===== src/cci_pkg.sv =====
// Constants, register map and types of the camera capture interface
package cci_pkg;
    localparam int CCI_AW = 8;
    localparam int CCI_DW = 16;
    // Register offsets
    localparam logic [7:0] OFS_CLKDIV = 8'h00;
    localparam logic [7:0] OFS_IN1 = 8'h04;
    localparam logic [7:0] OFS_IN2 = 8'h0c;
    localparam logic [7:0] OFS_MODE = 8'h20;
    localparam logic [7:0] OFS_FRAME = 8'h24;
    localparam logic [7:0] OFS_CMD = 8'h28;
    localparam logic [7:0] OFS_STAT = 8'h2c;
    // Reset values and writable bits
    localparam logic [15:0] RST_REG = 16'h0000;
    localparam logic [15:0] RST_STAT = 16'h0004;
    localparam logic [15:0] MASK_CLKDIV = 16'h001f;
    localparam logic [15:0] MASK_IN1 = 16'h003f;
    localparam logic [15:0] MASK_IN2 = 16'h001e;
    localparam logic [15:0] MASK_MODE = 16'h0499;
    localparam logic [15:0] MASK_FRAME = 16'h01ff;
    // Input signal setup fields
    localparam int IN_EDGE = 0;
    localparam int IN_VPOL = 1;
    localparam int IN_HPOL = 2;
    localparam int IN_FMT = 3;
    localparam int IN_CKMODE = 5;
    // Capture mode fields
    localparam int MD_EN = 0;
    localparam int MD_CKDIS = 3;
    localparam int MD_PORT = 4;
    localparam int MD_BT656 = 7;
    localparam int MD_FAST = 10;
    // Frame control fields
    localparam int FC_IRQEN = 0;
    localparam int FC_IRQPOL = 1;
    localparam int FC_THIN = 2;
    localparam int FC_SSDIS = 5;
    localparam int FC_SINGLE = 6;
    localparam int FC_IRQCTL = 7;
    // Command bits
    localparam int CMD_SRST = 0;
    localparam int CMD_IRQCLR = 1;
    localparam int CMD_START = 2;
    localparam int CMD_STOP = 3;
    localparam int CMD_ERR0 = 8;
    localparam int CMD_ERR1 = 9;
    // Thinning codes and sync pattern
    localparam logic [2:0] THIN_NONE = 3'h0;
    localparam logic [2:0] THIN_MAX = 3'h5;
    localparam logic [7:0] SYNC_FF = 8'hff;
    localparam logic [7:0] SYNC_00 = 8'h00;
    // Pin bundle layout: {pixel clock, frame strobe, line strobe, data}
    localparam int PIN_W = 11;
    localparam int PIN_CLK = 10;
    localparam int PIN_VS = 9;
    localparam int PIN_HS = 8;

    typedef enum logic [1:0] {
        ST_IDLE = 2'b00,
        ST_WAIT = 2'b01,
        ST_CAP = 2'b11
    } cci_state_t;
endpackage : cci_pkg


===== src/cci_smp_if.sv =====
// Bundle between the capture core and its pin sampler
`timescale 1ns/1ps
`default_nettype none
interface cci_smp_if;
    logic port_sel;
    logic edge_sel;
    logic clk_mode;
    logic fast;
    logic int_rise;
    logic int_fall;
    logic valid;
    logic [7:0] data;
    logic hs;
    logic vs;
    modport core (output port_sel, edge_sel, clk_mode, fast, int_rise, int_fall,
                  input valid, data, hs, vs);
    modport smp (input port_sel, edge_sel, clk_mode, fast, int_rise, int_fall,
                 output valid, data, hs, vs);
endinterface : cci_smp_if
`default_nettype wire


===== src/cci_capture.sv =====
// Camera capture interface: registers, divider, sync decode, thinning, frame control
`timescale 1ns/1ps
`default_nettype none
// Function
// - Divider field value plus one divides the internal clock for the camera clock.
// - Edge select bit samples data and strobes on rising (0) or falling (1) edge.
// - Format field sets byte order CbYCrY, CrYCbY, YCbYCr or YCrYCb.
// - Line strobe polarity bit: 0 active high, 1 active low.
// - Frame strobe polarity bit: 0 active high, 1 active low.
// - Embedded sync enable decodes BT.656 codes instead of separate strobes.
// - Port select takes camera pins (0) or converter input (1).
// - Interrupt control picks effective frame (0) or capture end (1) as source.
// - Capture end source ignores shutter sync disable and interrupt enable.
// - Single frame mode captures one frame per start command, else repeats.
// - Shutter sync: report frames only during shutter, or always when disabled.
// - Frame sample field thins incoming frames to effective ones.
// - Frames up to 640 by 480 pixels are handled.
// - Module enable starts capture; clearing it ends capture.
// - Fast sampling alternates two sampling circuits each edge.
// - Codes: 0 none, 1..5 keep one in 2..6, 6 and 7 drop all.
// - Interrupt polarity picks frame end (0) or frame start (1).
module cci_capture
    import cci_pkg::*;
(
    // Clock and reset
    input wire logic clk,
    input wire logic arst_n,
    // Register port
    input wire logic [CCI_AW-1:0] addr,
    input wire logic [CCI_DW-1:0] wdata,
    input wire logic wr_stb,
    input wire logic rd_stb,
    output logic [CCI_DW-1:0] rdata,
    // Camera pins
    input wire logic pixel_clock_in,
    input wire logic [7:0] pixel_byte_in,
    input wire logic frame_valid_in,
    input wire logic line_valid_strobe,
    output logic sensor_clock_out,
    output logic sensor_clock_oe,
    // Converter input
    input wire logic conv_pixel_clock_in,
    input wire logic [7:0] conv_pixel_byte_in,
    input wire logic conv_frame_valid_in,
    input wire logic conv_line_valid_in,
    // Shutter window from the encoder side
    input wire logic shutter_active,
    // Pixel output towards the resizer
    output logic [23:0] pix_data,
    output logic pix_wr,
    output logic pix_line,
    output logic pix_frame,
    output logic frame_irq
);
    cci_smp_if sif ();

    logic [15:0] clkdiv_q;
    logic [15:0] in1_q;
    logic [15:0] in2_q;
    logic [15:0] mode_q;
    logic [15:0] frame_q;
    logic [4:0] cnt_q;
    logic [4:0] cnt_d;
    logic sclk_q;
    logic sclk_oe_q;
    logic [1:0] pre_q;
    logic vblank_q;
    logic hact_q;
    logic err0_q;
    logic err1_q;
    logic fact_q;
    logic [2:0] fcnt_q;
    logic eff_q;
    logic start_q;
    logic irq_q;
    logic irq_d;
    logic irq_out_q;
    cci_state_t st_q;
    cci_state_t st_d;
    logic [1:0] ph_q;
    logic [7:0] cb_q;
    logic [7:0] cr_q;
    logic [23:0] pix_q;
    logic pix_wr_q;
    logic pix_line_q;
    logic pix_frame_q;
    logic [15:0] rdata_q;

    // Register decode
    wire wr_div = wr_stb && addr == OFS_CLKDIV;
    wire wr_in1 = wr_stb && addr == OFS_IN1;
    wire wr_in2 = wr_stb && addr == OFS_IN2;
    wire wr_mode = wr_stb && addr == OFS_MODE;
    wire wr_frame = wr_stb && addr == OFS_FRAME;
    wire wr_cmd = wr_stb && addr == OFS_CMD;
    wire cmd_srst = wr_cmd && wdata[CMD_SRST];
    wire cmd_clr = wr_cmd && wdata[CMD_IRQCLR];
    wire cmd_start = wr_cmd && wdata[CMD_START];
    wire cmd_stop = wr_cmd && wdata[CMD_STOP];
    wire run = mode_q[MD_EN];

    // Camera clock divider
    wire [4:0] div_n = clkdiv_q[4:0];
    wire [4:0] half = div_n >> 1;
    wire [4:0] fall_at = 5'(half + 5'd1);
    assign cnt_d = (!run || cnt_q == div_n) ? 5'd0 : 5'(cnt_q + 5'd1);
    wire int_rise = run && cnt_q == 5'd0;
    wire int_fall = run && (div_n == 5'd0 || cnt_q == fall_at);

    // Per-port configuration
    wire port = mode_q[MD_PORT];
    wire [1:0] fmt = port ? in2_q[IN_FMT+1:IN_FMT] : in1_q[IN_FMT+1:IN_FMT];
    wire hpol = port ? in2_q[IN_HPOL] : in1_q[IN_HPOL];
    wire vpol = port ? in2_q[IN_VPOL] : in1_q[IN_VPOL];
    wire bt = mode_q[MD_BT656];

    assign sif.port_sel = port;
    assign sif.edge_sel = in1_q[IN_EDGE];
    assign sif.clk_mode = in1_q[IN_CKMODE];
    assign sif.fast = mode_q[MD_FAST];
    assign sif.int_rise = int_rise;
    assign sif.int_fall = int_fall;

    cci_sampler u_smp (
        .clk(clk),
        .arst_n(arst_n),
        .ext_pins({pixel_clock_in, frame_valid_in, line_valid_strobe, pixel_byte_in}),
        .conv_pins({conv_pixel_clock_in, conv_frame_valid_in, conv_line_valid_in,
                    conv_pixel_byte_in}),
        .sif(sif)
    );

    // Embedded sync decode: FF 00 00 then the code byte
    wire vld = sif.valid;
    wire [7:0] d = sif.data;
    wire code = vld && pre_q == 2'd3;
    wire [3:0] prot = {d[5] ^ d[4], d[6] ^ d[4], d[6] ^ d[5], d[6] ^ d[5] ^ d[4]};
    wire prot_bad = code && prot != d[3:0];
    wire head_bad = code && !d[7];
    wire [1:0] pre_d = code ? 2'd0 : (d == SYNC_FF) ? 2'd1 :
                       (pre_q != 2'd0 && d == SYNC_00) ? 2'(pre_q + 2'd1) : 2'd0;
    wire byte_ok = !bt || (pre_q == 2'd0 && d != SYNC_FF);

    // Strobes after polarity or sync decode
    wire hs_act = sif.hs ^ hpol;
    wire vs_act = sif.vs ^ vpol;
    wire line_act = bt ? (hact_q && !vblank_q) : hs_act;
    wire frame_act = bt ? !vblank_q : vs_act;
    wire fstart = vld && frame_act && !fact_q;
    wire fend = vld && !frame_act && fact_q;

    // Frame thinning
    wire [2:0] thin = frame_q[FC_THIN+2:FC_THIN];
    wire thin_cnt = thin != THIN_NONE && thin <= THIN_MAX;
    wire eff = thin == THIN_NONE || (thin_cnt && fcnt_q == 3'd0);
    wire [2:0] fcnt_d = (!thin_cnt || fcnt_q == thin) ? 3'd0 : 3'(fcnt_q + 3'd1);

    // Capture sequencing
    always_comb
    begin
        st_d = st_q;
        case (st_q)
            ST_IDLE: if (run && start_q) st_d = ST_WAIT;
            ST_WAIT: if (fstart && eff) st_d = ST_CAP;
            ST_CAP: if (fend) st_d = frame_q[FC_SINGLE] ? ST_IDLE : ST_WAIT;
            default: st_d = ST_IDLE;
        endcase
        if (!run || cmd_srst || cmd_stop)
            st_d = ST_IDLE;
    end
    wire cap_end = st_q != ST_IDLE && st_d == ST_IDLE;
    wire single_done = st_q == ST_CAP && fend && frame_q[FC_SINGLE];

    // Interrupt source selection
    wire ev_eff = frame_q[FC_IRQPOL] ? (st_q == ST_WAIT && fstart && eff)
                                     : (st_q == ST_CAP && fend);
    wire shut_ok = frame_q[FC_SSDIS] || shutter_active;
    wire ctl = frame_q[FC_IRQCTL];
    wire irq_set = ctl ? cap_end : (ev_eff && frame_q[FC_IRQEN] && shut_ok);
    assign irq_d = irq_set || (irq_q && !cmd_clr && !cmd_srst);

    // Byte ordering into 4:4:4 pixels
    wire pix_in = vld && byte_ok && line_act && st_q == ST_CAP;
    wire is_y = fmt[1] ? !ph_q[0] : ph_q[0];
    wire is_cr = fmt[0] ^ ph_q[1];

    // Read path
    wire [15:0] stat = {6'h00, err1_q, err0_q, 1'b0, vblank_q, 1'b0, eff_q,
                        st_q == ST_CAP, start_q, irq_q, 1'b0};
    wire [15:0] rd_mux = addr == OFS_CLKDIV ? clkdiv_q :
                         addr == OFS_IN1 ? in1_q :
                         addr == OFS_IN2 ? in2_q :
                         addr == OFS_MODE ? mode_q :
                         addr == OFS_FRAME ? frame_q :
                         addr == OFS_STAT ? stat : RST_REG;

    always_ff @(posedge clk or negedge arst_n)
    begin
        if (!arst_n)
        begin
            clkdiv_q <= RST_REG;
            in1_q <= RST_REG;
            in2_q <= RST_REG;
            mode_q <= RST_REG;
            frame_q <= RST_REG;
        end
        else
        begin
            if (wr_div) clkdiv_q <= wdata & MASK_CLKDIV;
            if (wr_in1) in1_q <= wdata & MASK_IN1;
            if (wr_in2) in2_q <= wdata & MASK_IN2;
            if (wr_frame) frame_q <= wdata & MASK_FRAME;
            if (wr_mode) mode_q <= wdata & MASK_MODE;
            else if (cmd_srst) mode_q[MD_EN] <= 1'b0;
        end
    end

    always_ff @(posedge clk or negedge arst_n)
    begin
        if (!arst_n)
        begin
            cnt_q <= 5'd0;
            sclk_q <= 1'b0;
            sclk_oe_q <= 1'b0;
            rdata_q <= RST_REG;
        end
        else
        begin
            cnt_q <= cnt_d;
            sclk_q <= run && cnt_d <= half;
            sclk_oe_q <= run && !mode_q[MD_CKDIS];
            rdata_q <= rd_stb ? rd_mux : RST_REG;
        end
    end

    // Sync decode, error flags: a new error wins over a clear
    always_ff @(posedge clk or negedge arst_n)
    begin
        if (!arst_n)
        begin
            pre_q <= 2'd0;
            vblank_q <= 1'b0;
            hact_q <= 1'b0;
            err0_q <= 1'b0;
            err1_q <= 1'b0;
        end
        else
        begin
            if (vld) pre_q <= pre_d;
            if (code) vblank_q <= d[5];
            if (code) hact_q <= !d[4];
            err0_q <= (bt && prot_bad) || (err0_q && !(wr_cmd && wdata[CMD_ERR0]));
            err1_q <= (bt && head_bad) || (err1_q && !(wr_cmd && wdata[CMD_ERR1]));
        end
    end

    always_ff @(posedge clk or negedge arst_n)
    begin
        if (!arst_n)
        begin
            fact_q <= 1'b0;
            fcnt_q <= 3'd0;
            eff_q <= 1'b0;
            st_q <= ST_IDLE;
            start_q <= 1'b1;
            irq_q <= 1'b0;
            irq_out_q <= 1'b0;
        end
        else
        begin
            if (vld) fact_q <= frame_act;
            if (fstart) fcnt_q <= fcnt_d;
            if (fstart) eff_q <= eff;
            st_q <= cmd_srst ? ST_IDLE : st_d;
            if (cmd_srst) start_q <= !cmd_stop;
            else if (cmd_start) start_q <= 1'b1;
            else if (cmd_stop || single_done) start_q <= 1'b0;
            irq_q <= irq_d;
            irq_out_q <= irq_d && (ctl || frame_q[FC_IRQEN]);
        end
    end

    always_ff @(posedge clk or negedge arst_n)
    begin
        if (!arst_n)
        begin
            ph_q <= 2'd0;
            cb_q <= 8'h00;
            cr_q <= 8'h00;
            pix_q <= 24'h00_0000;
            pix_wr_q <= 1'b0;
            pix_line_q <= 1'b0;
            pix_frame_q <= 1'b0;
        end
        else
        begin
            if (vld && !line_act) ph_q <= 2'd0;
            else if (pix_in) ph_q <= 2'(ph_q + 2'd1);
            if (pix_in && !is_y && is_cr) cr_q <= d;
            if (pix_in && !is_y && !is_cr) cb_q <= d;
            if (pix_in && is_y) pix_q <= {d, cb_q, cr_q};
            pix_wr_q <= pix_in && is_y;
            pix_line_q <= line_act && st_q == ST_CAP;
            pix_frame_q <= frame_act && st_q == ST_CAP;
        end
    end

    assign rdata = rdata_q;
    assign sensor_clock_out = sclk_q;
    assign sensor_clock_oe = sclk_oe_q;
    assign pix_data = pix_q;
    assign pix_wr = pix_wr_q;
    assign pix_line = pix_line_q;
    assign pix_frame = pix_frame_q;
    assign frame_irq = irq_out_q;
endmodule : cci_capture
`default_nettype wire


===== src/cci_sampler.sv =====
// Pin synchroniser, clock edge finder and sample banks
`timescale 1ns/1ps
`default_nettype none
module cci_sampler
    import cci_pkg::*;
(
    // Clock and reset
    input wire logic clk,
    input wire logic arst_n,
    // Raw pins of both sources
    input wire logic [PIN_W-1:0] ext_pins,
    input wire logic [PIN_W-1:0] conv_pins,
    // Core side
    cci_smp_if.smp sif
);
    logic [2*PIN_W-1:0] s1_q;
    logic [2*PIN_W-1:0] s2_q;
    logic [2*PIN_W-1:0] s3_q;
    logic bank_q;
    logic [PIN_W-2:0] bank_a_q;
    logic [PIN_W-2:0] bank_b_q;
    logic valid_q;
    logic [PIN_W-2:0] out_q;

    wire [PIN_W-1:0] cur = sif.port_sel ? s2_q[2*PIN_W-1:PIN_W] : s2_q[PIN_W-1:0];
    wire [PIN_W-1:0] old = sif.port_sel ? s3_q[2*PIN_W-1:PIN_W] : s3_q[PIN_W-1:0];
    wire ext_rise = cur[PIN_CLK] & ~old[PIN_CLK];
    wire ext_fall = ~cur[PIN_CLK] & old[PIN_CLK];
    wire int_hit = sif.edge_sel ? sif.int_fall : sif.int_rise;
    wire ext_hit = sif.edge_sel ? ext_fall : ext_rise;
    wire hit = sif.clk_mode ? int_hit : ext_hit;
    wire [PIN_W-2:0] src = old[PIN_W-2:0];
    wire [PIN_W-2:0] fresh = bank_q ? bank_a_q : bank_b_q;

    always_ff @(posedge clk or negedge arst_n)
    begin
        if (!arst_n)
        begin
            s1_q <= '0;
            s2_q <= '0;
            s3_q <= '0;
        end
        else
        begin
            s1_q <= {conv_pins, ext_pins};
            s2_q <= s1_q;
            s3_q <= s2_q;
        end
    end

    // Fast mode loads two banks in turn, so each bank holds a sample for two edges
    always_ff @(posedge clk or negedge arst_n)
    begin
        if (!arst_n)
        begin
            bank_q <= 1'b0;
            bank_a_q <= '0;
            bank_b_q <= '0;
            valid_q <= 1'b0;
            out_q <= '0;
        end
        else
        begin
            valid_q <= hit;
            if (hit && sif.fast)
                bank_q <= ~bank_q;
            if (hit && sif.fast && !bank_q)
                bank_a_q <= src;
            if (hit && sif.fast && bank_q)
                bank_b_q <= src;
            if (hit && !sif.fast)
                out_q <= src;
        end
    end

    assign sif.valid = valid_q;
    assign sif.data = sif.fast ? fresh[7:0] : out_q[7:0];
    assign sif.hs = sif.fast ? fresh[PIN_HS] : out_q[PIN_HS];
    assign sif.vs = sif.fast ? fresh[PIN_VS] : out_q[PIN_VS];
endmodule : cci_sampler
`default_nettype wire


===== config.mk =====
export PLATFORM = sky130hd
export DESIGN_NAME = cci_capture
export DESIGN_NICKNAME = d
export VERILOG_FILES = /design/src/cci_pkg.sv /design/src/cci_smp_if.sv /design/src/cci_capture.sv /design/src/cci_sampler.sv
export SDC_FILE = /design/constraint.sdc
export NUM_CORES = 1
export LEC_CHECK = 0
export ABC_CLOCK_PERIOD_IN_PS = 5900
export CAP_MARGIN = 20
export CORE_UTILIZATION = 60
export CTS_CLUSTER_DIAMETER = 50
export DETAILED_ROUTE_END_ITERATION = 8
export DONT_BUFFER_PORTS = 1
export HOLD_SLACK_MARGIN = 0.06
export PLACE_DENSITY = 0.76
export SLEW_MARGIN = 20
export SYNTH_ARGS = -nofsm -noshare
export SYNTH_HDL_FRONTEND = slang
export SYNTH_SLANG_ARGS = --single-unit

===== constraint.sdc =====
create_clock -name clk -period 5.9 [get_ports clk]
set_input_delay 0.295 -clock clk [delete_from_list [all_inputs] [get_ports clk]]
set_output_delay 0.295 -clock clk [all_outputs]
set_load 0.005 [all_outputs]

# After elaboration in Yosys (flattened, before gate mapping)
# Cells that the tools add are included.
[classes]
add_sub_neg = 5
muxes = 43
order_cmp = 2
n_reduce_logical = 106
bitwise_logic = 12
n_eq_ne = 15
[ops]
columns = ["op", "count"]
rows = [
  ["$mux W11", 7],
  ["$logic_and A1 B1 Y1", 58],
  ["$eq A8 B6 Y1 const B", 4],
  ["$mux W10", 3],
  ["$mux W2", 11],
  ["$logic_not A1 Y1", 20],
  ["$mux W1", 18],
  ["$logic_not A8 Y1", 2],
  ["$logic_or A1 B1 Y1", 13],
  ["$eq A5 B5 Y1", 2],
  ["$logic_not A5 Y1", 2],
  ["$eq A8 B3 Y1 const B", 1],
  ["$eq A8 B4 Y1 const B", 1],
  ["$eq A8 B8 Y1 const B", 1],
  ["$mux W8", 1],
  ["$ne A8 B8 Y1 const B", 1],
  ["$reduce_bool A2 Y1", 4],
  ["$xor A1 B1 Y1", 7],
  ["$logic_not A2 Y1", 3],
  ["$logic_not A3 Y1", 2],
  ["$pmux W2 S3", 1],
  ["$reduce_bool A3 Y1", 2],
  ["$add A4 B1 Y5 const B", 1],
  ["$add A5 B1 Y5 const B", 1],
  ["other kinds (12)", 17],
]
[word_totals]
input_bits = 51
wordCells = 220
out_inout_bits = 46
reg_bits = 206

# Logic depth before layout (Yosys ltp)
[depth]
word_depth = 15
ltp_mapped = 12
ltp_nobuf = 11

# Modules after synthesis
# Synthesis repeated with hierarchy kept, for this count alone.
[unflattened]
hier_cells = 660
hier_area_um2 = 8819.7
[modules_own_cells]
columns = ["mod", "area_each_um2", "cells_each", "seq_area_each_um2", "instances"]
rows = [
  ["cci_capture", 5500.3, 471, 2703.8, 1],
  ["cci_sampler", 3319.4, 189, 2452.4, 1],
]

# Least setup slack after synthesis
# No wires, ideal clock.
[synth_timing]
kind = "reg2reg"
from = "register mode_q[10]"
to = "register pix_q[10], in the netlist pix_data[10]"
arrival_ns = 2.433
synth_period_minus_slack_ns = 2.558
slack_ns = 3.342
n_path_buf = 5
path_stages_with_launch = 13
setup_ns = 0.125
required_ns = 5.775
path_cell_list = "dfrtp_1 -> buf_4 -> buf_4 -> buf_2 -> nor2_1 -> a21oi_1 -> ha_1 -> and4_1 -> a221oi_4 -> nand2b_2 -> buf_6 -> buf_12 -> mux2_4"
[synth_via]
elab_chain_len = 8
word_cells_on_any_way = 11
classes_between = "1 x eq/ne; 3 x mux; 1 x bitwise; 6 x reduce/logical"
[synth_lines]
columns = ["item", "line_no", "text"]
rows = [
  ["start: declaration", "cci_capture.sv:60", "logic [15:0] mode_q;"],
  ["start signal: assignment", "cci_capture.sv:213", "if (wr_mode) mode_q <= wdata & MASK_MODE;"],
  ["$mux W8", "cci_sampler.sv:77", "assign sif.data = sif.fast ? fresh[7:0] : out_q[7:0];"],
  ["named net d[4]", "cci_capture.sv:135", "wire [7:0] d = sif.data;"],
  ["$ne A8 B8 Y1", "cci_capture.sv:142", "wire byte_ok = !bt || (pre_q == 2'd0 && d != SYNC_FF);"],
  ["$logic_and A1 B1 Y1", "cci_capture.sv:142", ""],
  ["$logic_or A1 B1 Y1", "cci_capture.sv:142", ""],
  ["$logic_and A1 B1 Y1 (3 in a row)", "cci_capture.sv:183", "wire pix_in = vld && byte_ok && line_act && st_q == ST_CAP;"],
  ["$logic_and A1 B1 Y1", "cci_capture.sv:301", "if (pix_in && is_y) pix_q <= {d, cb_q, cr_q};"],
  ["end signal: assignment", "cci_capture.sv:301", ""],
  ["end: declaration", "cci_capture.sv:83", "logic [23:0] pix_q;"],
]
# The timed path passes the listed nets, and every way through them passes these cells.
# A chain may end at the register's enable or synchronous reset.

# Worst setup path after layout
[layout_timing]
from = "register mode_q[10]"
to = "register pix_q[23], in the netlist pix_data[23]"
# Same word-level chain as after synthesis.

==> impl_metrics.tcl <==
set metrics [dict create \
    first_iter_violations 334 \
    dr.pass1.iters 5 \
    cts_buffers 22 \
    avgSynthCellArea_um2 13.2 \
    final_cell_mix "dfrtp_1 (205), mux2_2 (87), dlygate4sd3_1 (41)" \
    worstSkewPairLatency_ns 0.50 \
    core_mm2 0.0140 \
    placed_area_mm2 0.00876 \
    irDropWorstVdd_v 0.000291 \
    crit_path_end_kind "register" \
    finalSetupViolCount 0 \
    final_hold_viol_count 0 \
    worstPathRequired_ns 6.28 \
    ios 97 \
    gr-total-overflow 0 \
    cts_setup_buffers 0 \
    clk_path_buf_depth 3 \
    port_buffers 0 \
    fin_worst_skew_ns 0.0163 \
    cts_tree "yes" \
    worst_pin_slew_ns 0.990 \
    ctsHoldBuffers 42 \
    nets 768 \
    worstPathMaxFanout 28 \
    syn_area_mm2 0.00872 \
    root_buffer "clkbuf_16" \
    viasPerCell 5.82 \
    antenna_cells 0 \
    cts.reportedPaths.clkPinSlew_ns 0.06 \
    stdcell_area_mm2 0.00988 \
    fp.dieW_um 123 \
    cap_violations 0 \
    area_growth_syn_to_layout_pct 13.3 \
    yosysWarnings 0 \
    initial_core_util 0.621 \
    place.gp.congestion 0.856 \
    critPathArrivalTime_ns 3.92 \
    maxSlewHeadroom 0.340 \
    start_kind "register" \
    hp-class "in -> reg" \
    wl_per_cell_um 18.4 \
    synth_seq_cells 206 \
    layout_commonest_cell "dfrtp_1" \
    async_flop_share 1.00 \
    die_area_mm2 0.0150 \
    p_per_area_mw_per_mm2 319 \
    track_usage 0.235 \
    ant_nets 0 \
    cts_resized 0 \
    fill_cells 937 \
    grt_pass1_vias 5416 \
    clkSinkCount 206 \
    synth_edf_count 0 \
    min_period_ns 3.54 \
    syn_inst 663 \
    period_share 0.600 \
    crit_type "reg -> reg" \
    ys_types 70 \
    die_h_um 123 \
    ys_seq_area_frac 0.591 \
    slew_violations 0 \
    htreeDepth 1 \
    p_leak_nw 4.62 \
    antenna_found_initial 0 \
    wl_um 16600 \
    hpwl_um 10600 \
    grt_max_degree 207 \
    grt_pass1_wl_um 27600 \
    final.setup.tns_ns 0 \
    rsz0062_at_grt "no" \
    drc 0 \
    rows 43 \
    max_freq_ghz 0.282 \
    status "completed" \
    via_count 5234 \
    final_layout_size_suffix_gt1_frac 0.218 \
    synth_flop_cell "dfrtp_1" \
]
critical path, cell delays in order (launching register included):
cell,delay [ns]
dfrtp_1,0.93
nor2_1,0.13
a21oi_1,0.71
ha_1,0.25
and4_1,0.24
a221oi_4,0.11
nand2b_2,0.62
mux2_2,0.42
layer usage:
| layer | wire length (um) | GRT usage | up-vias |
|---|---|---|---|
| met2 | 8090 | 0.384 | 163 |
| met5 | 0 | 0 | - |
| met1 | 7170 | 0.317 | 2615 |
| li1 | - | - | 2419 |
| met4 | 399 | 0.0793 | 0 |
| met3 | 887 | 0.0418 | 37 |
cell usage after synthesis (all sizes together), types with 2 or more instances:
cell | count | area (um^2)
dfrtp | 205 | 5130
mux2 | 107 | 1280
nand2 | 36 | 135
nor2 | 33 | 124
inv | 28 | 105
a21oi | 22 | 114
mux2i | 22 | 220
buf | 21 | 181
o21ai | 19 | 95.1
xnor2 | 14 | 123
ha | 13 | 163
nand3 | 12 | 65.1
nor3 | 11 | 55.1
clkbuf | 10 | 37.5
nand2b | 9 | 58.8
xor2 | 8 | 70.1
nand4 | 7 | 43.8
a31oi | 6 | 52.6
nor2b | 6 | 37.5
nor3b | 5 | 42.5
o22ai | 5 | 31.3
a21boi | 4 | 30.0
a221oi | 4 | 52.6
a22oi | 4 | 30.0
and4 | 4 | 35.0
nand3b | 4 | 33.8
o31ai | 4 | 30.0
a31o | 3 | 26.3
o211ai | 3 | 22.5
or4 | 3 | 22.5
a211o | 2 | 17.5
a21o | 2 | 15.0
and2 | 2 | 12.5
and3b | 2 | 17.5
nand4b | 2 | 17.5
o311ai | 2 | 17.5
where the power goes:
part	switching (mW)	total (mW)	internal, mW
logic	0.172	0.316	0.144
registers	0.0714	1.57	1.49
clock network	0.533	1.28	0.743
per-stage QoR:
step	utilization	std cells	hold slack (ns)	setup WS [ns]	power, mW
2_1_floorplan	-	667	-0.000591	3.34	1.79
3_3_place_gp	0.624	818	0.00448	2.50	1.83
3_5_place_dp	0.624	818	0.00749	2.38	1.85
4_1_cts	0.704	899	0.0806	2.34	3.19
5_1_grt	0.704	899	0.107	2.14	3.29
6_report	0.704	899	0.0827	2.36	3.16
layout make-up:
class                   count  area (um^2)  area share
flip-flops and latches    206         5160       0.522
multi-input cells         402         3260       0.330
clock inverters             9         63.8     0.00646
clock buffers              30          622      0.0629
inverters                  28          105      0.0106
repair buffers             44          453      0.0458
well taps                 180          225      0.0228
flip-flops by register name (all words and copies together), names as in the netlist, 10 cells and up:
| name | cells |
|---|---|
| u_smp.bank_a_q | 10 |
| u_smp.out_q | 10 |
| rdata | 11 |
| u_smp.s3_q | 22 |
| u_smp.s2_q | 22 |
| u_smp.s1_q | 22 |
| pix_data | 24 |
| u_smp.bank_b_q | 10 |
final timing paths:
kind / from / end / slack [ns] / cells after the start
max reg2reg: mode_q[10] / pix_data[23] / 2.36 / 7
min in group asynchronous: arst_n / fcnt_q[0] / 0.54 / 2
max in group asynchronous: arst_n / u_smp.bank_b_q[6] / 4.59 / 2
min: addr[3] / rdata[2] / 0.08 / 3
min reg2reg: u_smp.s2_q[5] / u_smp.s3_q[5] / 0.34 / 0
max: mode_q[10] / pix_data[23] / 2.36 / 7
logic make-up after synthesis:
group           count (synthesis)  synth area share
flops                         206             0.591
fa+ha+maj                      13            0.0186
compound gates                 90            0.0723
mux                           129             0.172
simple gates                  143            0.0863
xor+xnor                       22            0.0221
buf+inv                        59            0.0371
other cells                     1          0.000430
Note: power is estimated with default switching activity, not from simulation.
